==> config.mk <==
export PLATFORM = sky130hd
export DESIGN_NAME = mwd_watchdog
export DESIGN_NICKNAME = d
export VERILOG_FILES = /design/src/design/mwd_pkg.sv /design/src/design/mwd_watchdog.sv
export SDC_FILE = /design/constraint.sdc
export NUM_CORES = 1
export LEC_CHECK = 0
export ABC_AREA = 1
export BUFFER_PORTS_ARGS = -buffer_cell sky130_fd_sc_hd__buf_2
export CORE_MARGIN = 4
export CORE_UTILIZATION = 60
export CTS_BUF_LIST = sky130_fd_sc_hd__clkbuf_16
export CTS_CLUSTER_SIZE = 14
export DETAILED_ROUTE_END_ITERATION = 7
export HOLD_SLACK_MARGIN = 0.02
export PLACE_DENSITY = 0.87
export SETUP_SLACK_MARGIN = 0.1
export SLEW_MARGIN = 10
export SYNTH_ARGS = -nofsm -noshare
export SYNTH_HDL_FRONTEND = slang
export SYNTH_SLANG_ARGS = --single-unit
==> constraint.sdc <==
create_clock -name clock_i -period 8 [get_ports clock_i]
set_clock_uncertainty 0.2 [all_clocks]
set_input_delay 0.8 -clock clock_i [delete_from_list [all_inputs] [get_ports clock_i]]
set_output_delay 0.8 -clock clock_i [all_outputs]
set_load 0.02 [all_outputs]
==> src/design/mwd_pkg.sv <==
// Purpose: Constants and carrier types of the millisecond watchdog.
// Assumes: Avalon-MM byte addresses, register index times four.
// Notes: Status and mask share one bit layout.
package mwd_pkg;
    localparam int ADDR_W = 12;
    localparam logic [ADDR_W-1:0] CTRL_IDX = 12'h0D6;
    localparam logic [ADDR_W-1:0] DIS_IDX = 12'h0D7;
    localparam logic [ADDR_W-1:0] FREQ_IDX = 12'h051;
    localparam logic [ADDR_W-1:0] STAT_IDX = 12'h0D8;
    localparam logic [ADDR_W-1:0] MASK_IDX = 12'h0D9;
    localparam logic [ADDR_W-1:0] CTRL_ADDR = {CTRL_IDX[ADDR_W-3:0], 2'h0};
    localparam logic [ADDR_W-1:0] DIS_ADDR = {DIS_IDX[ADDR_W-3:0], 2'h0};
    localparam logic [ADDR_W-1:0] FREQ_ADDR = {FREQ_IDX[ADDR_W-3:0], 2'h0};
    localparam logic [ADDR_W-1:0] STAT_ADDR = {STAT_IDX[ADDR_W-3:0], 2'h0};
    localparam logic [ADDR_W-1:0] MASK_ADDR = {MASK_IDX[ADDR_W-3:0], 2'h0};
    localparam logic [15:0] TIMEOUT_RST = 16'h03E8;
    localparam logic [15:0] COUNT_RST = 16'h0000;
    localparam logic [31:0] DIS_KEY = 32'h0D15AB1E;
    localparam logic [6:0] FREQ_RST = 7'h19;
    localparam logic [6:0] FREQ_MIN = 7'h05;
    localparam logic [6:0] FREQ_MAX = 7'h64;
    localparam int TICK_US = 1000;
    localparam int PRESC_W = 17;
    localparam int ST_EXPIRE = 0;
    localparam int ST_NACK = 1;
    localparam int ST_W = 2;
    localparam logic [1:0] RESP_OKAY = 2'h0;
    localparam logic [1:0] RESP_SLVERR = 2'h2;
    localparam logic [1:0] RESP_DECERR = 2'h3;
    typedef struct packed {
        logic read;
        logic write;
        logic [ADDR_W-1:0] address;
        logic [31:0] writedata;
        logic [3:0] byteenable;
    } mwd_av_req_t;
    typedef struct packed {
        logic waitrequest;
        logic [31:0] readdata;
        logic [1:0] response;
    } mwd_av_rsp_t;
    typedef struct packed {
        logic [15:0] timeout;
        logic [15:0] count;
        logic [31:0] dis_val;
        logic enabled;
        logic [6:0] freq;
        logic [PRESC_W-1:0] presc;
        logic [ST_W-1:0] status;
        logic [ST_W-1:0] mask;
        mwd_av_rsp_t rsp;
        logic irq;
        logic tile_rst;
    } mwd_state_t;
    localparam mwd_state_t STATE_RST = '{
        timeout: TIMEOUT_RST, count: COUNT_RST, dis_val: DIS_KEY, enabled: 1'b0,
        freq: FREQ_RST, presc: '0, status: '0, mask: '0,
        rsp: '{waitrequest: 1'b1, readdata: 32'h0000_0000, response: RESP_OKAY},
        irq: 1'b0, tile_rst: 1'b0};
endpackage : mwd_pkg

==> src/design/mwd_watchdog.sv <==
// Purpose: Millisecond watchdog with guarded kick and key disable.
// Assumes: Avalon-MM slave with waitrequest, one clock, sync reset.
// Notes: Every access answers one cycle after it is seen.
//
// Summary of operation
// Countdown decrements once per millisecond tick; timeout is in milliseconds.
// Timeout spans one millisecond to about sixty-five seconds, sixteen bits.
// Ticks reach the counter only in the full power state.
// Software writes timeout low and its one's complement high together.
// Control writes with bad complement or partial byteenable are refused with error, others acknowledged.
// Accepted control write restarts countdown from the new timeout.
// Expiry while enabled resets the processor tile.
// Control read returns present count in bits 31:16, read-only, reset zero.
// Control bits 15:0 hold the timeout, read-write, reset 1000.
// Writing the disable key clears the counter and stops the watchdog.
// Writing zero to the disable register enables the watchdog.
// Software should kick more often than the programmed timeout.
// Tick comes from system clock using frequency in MHz, 5 to 100.
// Watchdog leaves reset disabled until zero is written.
// Outside full power the counter holds its value.
`timescale 1ns/1ps
module mwd_watchdog (
    input wire logic clock_i,
    input wire logic rst_i,
    input wire logic full_power_state_i,
    input wire mwd_pkg::mwd_av_req_t avs_i,
    output mwd_pkg::mwd_av_rsp_t avs_o,
    output logic irq_o,
    output logic tile_reset_o
);
    import mwd_pkg::*;

    mwd_state_t s_r;
    mwd_state_t s_nxt;
    logic tick;
    logic expire;
    logic commit;
    logic ctrl_ok;
    logic freq_ok;
    logic [ST_W-1:0] ev;
    logic [ST_W-1:0] clr;

    // Cycles of the system clock in one millisecond
    function automatic logic [PRESC_W-1:0] ms_cycles(input logic [6:0] mhz);
        ms_cycles = PRESC_W'(mhz * TICK_US);
    endfunction : ms_cycles

    function automatic logic cpl_ok(input logic [31:0] d);
        cpl_ok = (d[31:16] == ~d[15:0]);
    endfunction : cpl_ok

    assign avs_o = s_r.rsp;
    assign irq_o = s_r.irq;
    assign tile_reset_o = s_r.tile_rst;

    always_comb begin
        s_nxt = s_r;
        s_nxt.tile_rst = 1'b0;
        tick = 1'b0;
        expire = 1'b0;
        ev = '0;
        clr = '0;
        ctrl_ok = cpl_ok(avs_i.writedata) && (avs_i.byteenable == 4'hF);
        freq_ok = (avs_i.writedata[6:0] >= FREQ_MIN) && (avs_i.writedata[6:0] <= FREQ_MAX)
            && (avs_i.writedata[31:7] == 25'h0000000);
        commit = avs_i.write && !s_r.rsp.waitrequest && (s_r.rsp.response == RESP_OKAY);

        // Millisecond prescaler, free-running; its tick is gated by power state
        if (s_r.presc >= ms_cycles(s_r.freq) - PRESC_W'(1)) begin
            s_nxt.presc = '0;
            tick = full_power_state_i;
        end else begin
            s_nxt.presc = s_r.presc + PRESC_W'(1);
        end

        // Countdown; while enabled, without a tick the count holds; while disabled it is cleared
        if (!s_r.enabled) begin
            s_nxt.count = COUNT_RST;
        end else if (tick) begin
            if (s_r.count <= 16'h0001) begin
                expire = 1'b1;
                s_nxt.count = s_r.timeout;
            end else begin
                s_nxt.count = s_r.count - 16'h0001;
            end
        end
        s_nxt.tile_rst = expire;
        ev[ST_EXPIRE] = expire;

        // Bus slave: decode on first cycle, commit when waitrequest is low
        if ((avs_i.read || avs_i.write) && s_r.rsp.waitrequest) begin
            s_nxt.rsp.waitrequest = 1'b0;
            s_nxt.rsp.readdata = 32'h0000_0000;
            s_nxt.rsp.response = RESP_OKAY;
            case (avs_i.address)
                CTRL_ADDR: begin
                    s_nxt.rsp.readdata = {s_r.count, s_r.timeout};
                    if (avs_i.write && !ctrl_ok) begin
                        s_nxt.rsp.response = RESP_SLVERR;
                    end
                end
                DIS_ADDR: s_nxt.rsp.readdata = s_r.dis_val;
                FREQ_ADDR: begin
                    s_nxt.rsp.readdata = {25'h0000000, s_r.freq};
                    if (avs_i.write && !freq_ok) begin
                        s_nxt.rsp.response = RESP_SLVERR;
                    end
                end
                STAT_ADDR: s_nxt.rsp.readdata = {30'h00000000, s_r.status};
                MASK_ADDR: s_nxt.rsp.readdata = {30'h00000000, s_r.mask};
                default: s_nxt.rsp.response = RESP_DECERR;
            endcase
            if (avs_i.write && (avs_i.byteenable != 4'hF) && (s_nxt.rsp.response == RESP_OKAY)) begin
                s_nxt.rsp.response = RESP_SLVERR;
            end
            if (avs_i.write && (s_nxt.rsp.response == RESP_SLVERR)) begin
                ev[ST_NACK] = 1'b1;
            end
        end else begin
            s_nxt.rsp.waitrequest = 1'b1;
        end

        if (commit) begin
            case (avs_i.address)
                CTRL_ADDR: begin
                    s_nxt.timeout = avs_i.writedata[15:0];
                    s_nxt.count = avs_i.writedata[15:0];
                end
                DIS_ADDR: begin
                    s_nxt.dis_val = avs_i.writedata;
                    if (avs_i.writedata == DIS_KEY) begin
                        s_nxt.enabled = 1'b0;
                        s_nxt.count = COUNT_RST;
                    end else if (avs_i.writedata == 32'h0000_0000) begin
                        s_nxt.enabled = 1'b1;
                        s_nxt.count = s_r.timeout;
                    end
                end
                FREQ_ADDR: begin
                    s_nxt.freq = avs_i.writedata[6:0];
                    // Restart the prescaler so a shorter period never starts overrun
                    s_nxt.presc = '0;
                end
                STAT_ADDR: clr = avs_i.writedata[ST_W-1:0];
                MASK_ADDR: s_nxt.mask = avs_i.writedata[ST_W-1:0];
                default: ;
            endcase
        end

        // Sticky events; a new event beats a same-cycle clear
        s_nxt.status = (s_r.status & ~clr) | ev;
        s_nxt.irq = |(s_nxt.status & s_nxt.mask);
    end

    always_ff @(posedge clock_i) begin
        if (rst_i) begin
            s_r <= STATE_RST;
        end else begin
            s_r <= s_nxt;
        end
    end
endmodule : mwd_watchdog

# Yosys cells after proc, flatten, opt, wreduce, memory -nomap -nowiden
# Index checks and enable logic that the tools add are counted.
[classes]
n_addsub = 3
mul = 1
div_mod_pow = 0
n_lt_le_gt_ge = 4
n_eq_ne = 10
shift = 0
mux = 30
bitwise = 5
reduce_logical = 26
[op_table]
columns = ["op", "count"]
rows = [
  ["$pmux W32 S5", 1],
  ["$mux W16", 5],
  ["$mux W73", 1],
  ["$eq A12 B10 Y1 const B", 4],
  ["$mux W33", 1],
  ["$eq A32 B28 Y1 const B", 1],
  ["$logic_not A32 Y1", 1],
  ["$pmux W16 S2", 1],
  ["$logic_not A25 Y1", 1],
  ["$mux W24", 1],
  ["$mux W2", 9],
  ["$add A17 B1 Y17 const B", 1],
  ["$ge A17 B17 Y1", 1],
  ["$mux W17", 1],
  ["$sub A17 B1 Y17 const B", 1],
  ["$eq A16 B16 Y1", 1],
  ["$le A16 B1 Y1 const B", 1],
  ["$not A16 Y16", 1],
  ["$sub A16 B1 Y16 const B", 1],
  ["$mul A7 B7 Y14 const B", 1],
  ["$eq A12 B9 Y1 const B", 1],
  ["$logic_and A1 B1 Y1", 11],
  ["$mux W1", 9],
  ["$ge A7 B3 Y1 const B", 1],
  ["16 further kinds", 22],
]
[word_totals]
register_bits = 130
latch_bits = 0
ramBits = 0
mem_bits_ro = 0
input_bits = 53
output_inout_bits = 37
wordCells = 92
mem_count = 0

# Logic depth before layout (Yosys ltp)
[depth]
word_depth = 19
depth_mapped = 33
depth_no_buf = 32

# Worst setup path after synthesis
# No wires, ideal clock.
[synth_path]
path_kind = "register to register"
start = "register s_r[59] in the netlist's numbering"
end = "register s_r[110] in the netlist's numbering"
setup_time_ps = 128
arrival_time_ps = 5254
t_required_ps = 7672
setup_slack_ps = 2419
stages_incl_launch_ff = 29
path_buffers = 1
period_less_slack_ps = 5581
cell_sequence = "dfxtp_1 fa_1 fa_1 inv_1 fa_1 fa_1 inv_1 ha_1 inv_1 nor3_1 a21oi_1 xor2_1 nand3_1 nor2_1 nand2_1 xnor2_1 ha_1 nand2_1 nor2_1 nand2_1 o21ai_1 nor2_1 nand2_1 nand2_1 inv_1 buf_2 a21oi_1 a21oi_1 nor2_1"
[synth_via]
elab_chain_cells = 10
[synth_lines]
columns = ["element", "line", "source"]
rows = [
  ["start: declaration", "mwd_watchdog.sv:33", "mwd_state_t s_r;"],
  ["start signal: assignment", "mwd_watchdog.sv:159", "s_r <= s_nxt;"],
  ["$mul A7 B7 Y14 (*)", "mwd_watchdog.sv:45", "ms_cycles = PRESC_W'(mhz * TICK_US);"],
  ["$sub A17 B1 Y17 (*)", "mwd_watchdog.sv:69", "if (s_r.presc >= ms_cycles(s_r.freq) - PRESC_W'(1)) begin"],
  ["$ge A17 B17 Y1 (*)", "mwd_watchdog.sv:69", ""],
  ["$mux W1 (*)", "mwd_watchdog.sv:69", ""],
  ["$mux W16 (*)", "mwd_watchdog.sv:79", "end else if (tick) begin"],
  ["$mux W16 (*)", "mwd_watchdog.sv:77", "if (!s_r.enabled) begin"],
  ["$mux W16", "mwd_watchdog.sv:134", "end else if (avs_i.writedata == 32'h0000_0000) begin"],
  ["$mux W16", "mwd_watchdog.sv:131", "if (avs_i.writedata == DIS_KEY) begin"],
  ["$pmux W16 S2", "mwd_watchdog.sv:124", "case (avs_i.address)"],
  ["$mux W73 (*)", "mwd_watchdog.sv:123", "if (commit) begin"],
]
# Every way passes the cells marked *; elsewhere a longest branch is shown, timed or not.
# A chain may end at the register's enable or synchronous reset.

# Final worst setup path
[layout_path]
start = "register s_r[59] in the netlist's numbering"
end = "register s_r (netlist bit irq_o)"
[layout_via]
elab_chain_cells = 9
[layout_lines]
columns = ["element", "line", "source"]
rows = [
  ["$mul A7 B7 Y14", "mwd_watchdog.sv:45", ""],
  ["$sub A17 B1 Y17", "mwd_watchdog.sv:69", ""],
  ["$ge A17 B17 Y1", "mwd_watchdog.sv:69", ""],
  ["$mux W1", "mwd_watchdog.sv:69", ""],
  ["$mux W1", "mwd_watchdog.sv:79", ""],
  ["$mux W1", "mwd_watchdog.sv:77", ""],
  ["$or A2 B2 Y2", "mwd_watchdog.sv:151", "s_nxt.status = (s_r.status & ~clr) | ev;"],
  ["$and A2 B2 Y2", "mwd_watchdog.sv:152", "s_nxt.irq = |(s_nxt.status & s_nxt.mask);"],
  ["$reduce_or A2 Y1", "mwd_watchdog.sv:152", ""],
]
# No other way between the ends.

==> summary.log <==
INFO  yosys          ys_types=47
INFO  run            max_cap_viol_count=0
INFO  critical_path  crit_top_cell=nand2_1
INFO  cells_and_area final_nets=1417
INFO  critical_path  criticalPathCategory=reg2reg
INFO  floorplanning  chipHeight=129um
INFO  route          post_drt_wl_per_cell=16.5um
INFO  floorplanning  floorplan.initialDensity=0.623
INFO  yosys          synth_sequential_area_ratio=0.296
INFO  floorplanning  fp.dieW=129um
INFO  sta            setup_repair_after_global_routing_missed_its_margin=no
INFO  floorplanning  ioPinCount=90
INFO  placed_design  place_ws=1.35ns
INFO  global_routing gr-usage-all-layers=0.300
INFO  clock_network  cts.htree.levels=4
INFO  critical_path  timing.critical_path.arrival=6.98ns
INFO  clock_network  max-clock-path-buffers=2
INFO  yosys          yosys_warnings=0
INFO  critical_path  worst_r2r_startpoint=s_r[59]
INFO  sta            layout_worst_path_cycle_share=0.851
INFO  hold_path      timing.hold.worst_path_depth=1
INFO  yosys          synthesized_area=8780um2
INFO  yosys          synth_async_sr_flop_share=0
INFO  pwr            power_density=160nW/um2
INFO  outcome        outcome=complete, no violations
INFO  pwr            leakage_power_of_the_design=4.41nW
INFO  cells_and_area antennaDiodeCount=0
INFO  yosys          syn-num-nets=1378
INFO  yosys          count_of_mapped_cells_out_of_synthesis=1255
INFO  floorplanning  floorplan.core_area=14100um2
INFO  yosys          mean_instance_size_in_the_synthesized_netlist=7.00um2
INFO  critical_path  rr_worst_depth=29
INFO  sta            finalSetupTns=0ns
INFO  critical_path  cp-start-kind=register
INFO  global_routing grt_first_pass_wirelength=39.7mm
INFO  route          detail_route.iter0.violations=969
INFO  clock_network  cts_repair_resize_count=0
INFO  sta            finalHoldViolations=0
INFO  clock_network  clock_latency=0.43ns
INFO  global_routing number_of_global_route_vias_before_repair=7921
INFO  route          first_pass_iters=6
INFO  clock_network  post_cts_hold_buffer_count=0
INFO  placed_design  place.port_buffers=89
INFO  sta            fin_hold_ws=0.251ns
INFO  sta            max_freq=147MHz
INFO  route          post-route-drc-count=0
INFO  yosys          synth_enable_flop_cells=0
INFO  route          vias_per_cell=5.78
INFO  cells_and_area drive_above_1_share=0.122
INFO  sta            slew_headroom=0.350
INFO  critical_path  critical_path.reg2reg.endpoint=irq_o
INFO  floorplanning  rows=43
INFO  floorplanning  die_area=16600um2
INFO  clock_network  number_of_buffers_created_by_cts=17
INFO  pwr            power=0.00154W
INFO  sta            worst-slew-pin-transition=0.973ns
INFO  yosys          yosys_most_used_dff=dfxtp_1
INFO  placed_design  place.detailed.hpwl=18.9mm
INFO  hold_path      hp-class=reg2reg
INFO  sta            setup_slack=1.19ns
INFO  global_routing grt_start_max_net_pins=83
INFO  critical_path  slowest_delay=0.56ns
INFO  critical_path  critPathRequiredTime=8.17ns
INFO  placed_design  final_wtd_congestion=1.04
INFO  hold_path      worstHoldEndpoint=s_r[41]
INFO  sta            setup_viol_count_final=0
INFO  route          detail_route.wirelength=24.5mm
INFO  critical_path  worst_path_slowest_cell=inv_1
INFO  pwr            peakVddDrop=0.160mV
INFO  critical_path  critical_path.max_fanout=21
INFO  critical_path  worst_setup_path_end_kind=register
INFO  clock_network  cts_post_setup_buffers_inserted=0
INFO  cells_and_area area.growth.synth_to_final=9.63%
INFO  global_routing antenna_found_initial=0
INFO  yosys          postSynthRegisterBits=130
INFO  clock_network  clk_pin_slew=0.06ns
INFO  clock_network  cts_root_buffer=clkbuf_16
INFO  route          vias=8601
INFO  critical_path  setup_slack_reg_to_reg=1.19ns
INFO  clock_network  numClockSinks=130
INFO  route          drt.antenna.violating_nets=0
INFO  clock_network  tritoncts=built
INFO  hold_path      hold_path_startpoint=s_r[41]
INFO  sta            post-route-min-period=6.81ns
INFO  global_routing gr-total-overflow=0
INFO  sta            final-max-slew-violation-count=0
## sequential cells by signal (all words and copies together) (netlist names)
signal / cells
avs_o: 35
s_r: 93
tile_reset_o: 1
irq_o: 1
## layout by cell type (no fill, tap or decap), types with 30 or more instances in the layout
cell type	n
inv_1	161
buf_2	89
nand2_1	271
dfxtp_1	130
nand3_1	60
ha_1	52
nor2_1	131
o211ai_1	30
a21oi_1	100
o21ai_0	66
## synthesized netlist by cell type, drive strengths merged (2+ instances only)
cell type,count,area share
a211o,6,0.0060
a211oi,20,0.017
a21oi,102,0.060
a22oi,2,0.0017
a31oi,3,0.0021
buf,48,0.039
clkbuf,25,0.011
dfxtp,130,0.30
fa,18,0.041
ha,52,0.074
inv,164,0.070
nand2,276,0.12
nand3,63,0.038
nand3b,3,0.0026
nand4,15,0.011
nor2,144,0.069
nor3,24,0.017
nor3b,5,0.0043
nor4,2,0.0014
o211ai,30,0.026
o21ai,70,0.040
o21bai,2,0.0017
o22ai,6,0.0043
or2,3,0.0021
xnor2,9,0.0090
xor2,28,0.030
## critical path: cells and delay by family (launching register included)
family                   cells  cell delay, ns
AO/OA/AOI/OAI                3            0.48
XOR/XNOR                     1            0.29
adder cells (fa/ha/maj)      6            2.64
buffers and inverters        4            0.75
flip-flops                   1            0.52
AND/OR/NAND/NOR             15            1.86
## cell type report
class,instances,area [um2]
multi-input cells,886,5090
flip-flops and latches,130,2600
repair buffers,94,483
well taps,180,225
fillers,1226,4470
clock buffers,17,425
inverters,165,619
clock inverters,15,181
## routing by layer
layer | up-vias | GRT usage | share of wire
met5 | - | 0 | 0
met4 | 0 | 0.0908 | 0.020
met3 | 43 | 0.0834 | 0.12
met2 | 461 | 0.439 | 0.42
met1 | 3945 | 0.429 | 0.44
li1 | 4152 | - | -
## through the flow
stage	instance area, um2	cells	utilization
2_1_floorplan	8780	1255	-
3_5_place_dp	9020	1455	0.640
3_3_place_gp	9020	1455	0.640
6_report	9630	1487	0.683
4_1_cts	9630	1487	0.683
5_1_grt	9630	1487	0.683
## worst max-delay path by stage
stage | end | start
after detailed placement | irq_o | s_r[60]
after floorplan | s_r[110] | s_r[59]
after global placement | irq_o | s_r[59]
final | irq_o | s_r[59]
after global routing | irq_o | s_r[59]
after CTS | irq_o | s_r[59]
## cells by family (layout without fill, tap and decap cells)
kind of cell	count (synthesis)	after routing	synth area share
AND/OR/NAND/NOR	536	536	0.266
AO/OA/AOI/OAI	243	243	0.160
buffers and inverters	239	291	0.124
flip-flops	130	130	0.296
adder cells (fa/ha/maj)	70	70	0.115
XOR/XNOR	37	37	0.0386
## report_power, final
part / internal (W) / switching [W]
logic: 0.0000239 / 0.0000595
registers: 0.000651 / 0.00000225
clock network: 0.000493 / 0.000309
Note: power is estimated with default switching activity, not from simulation.
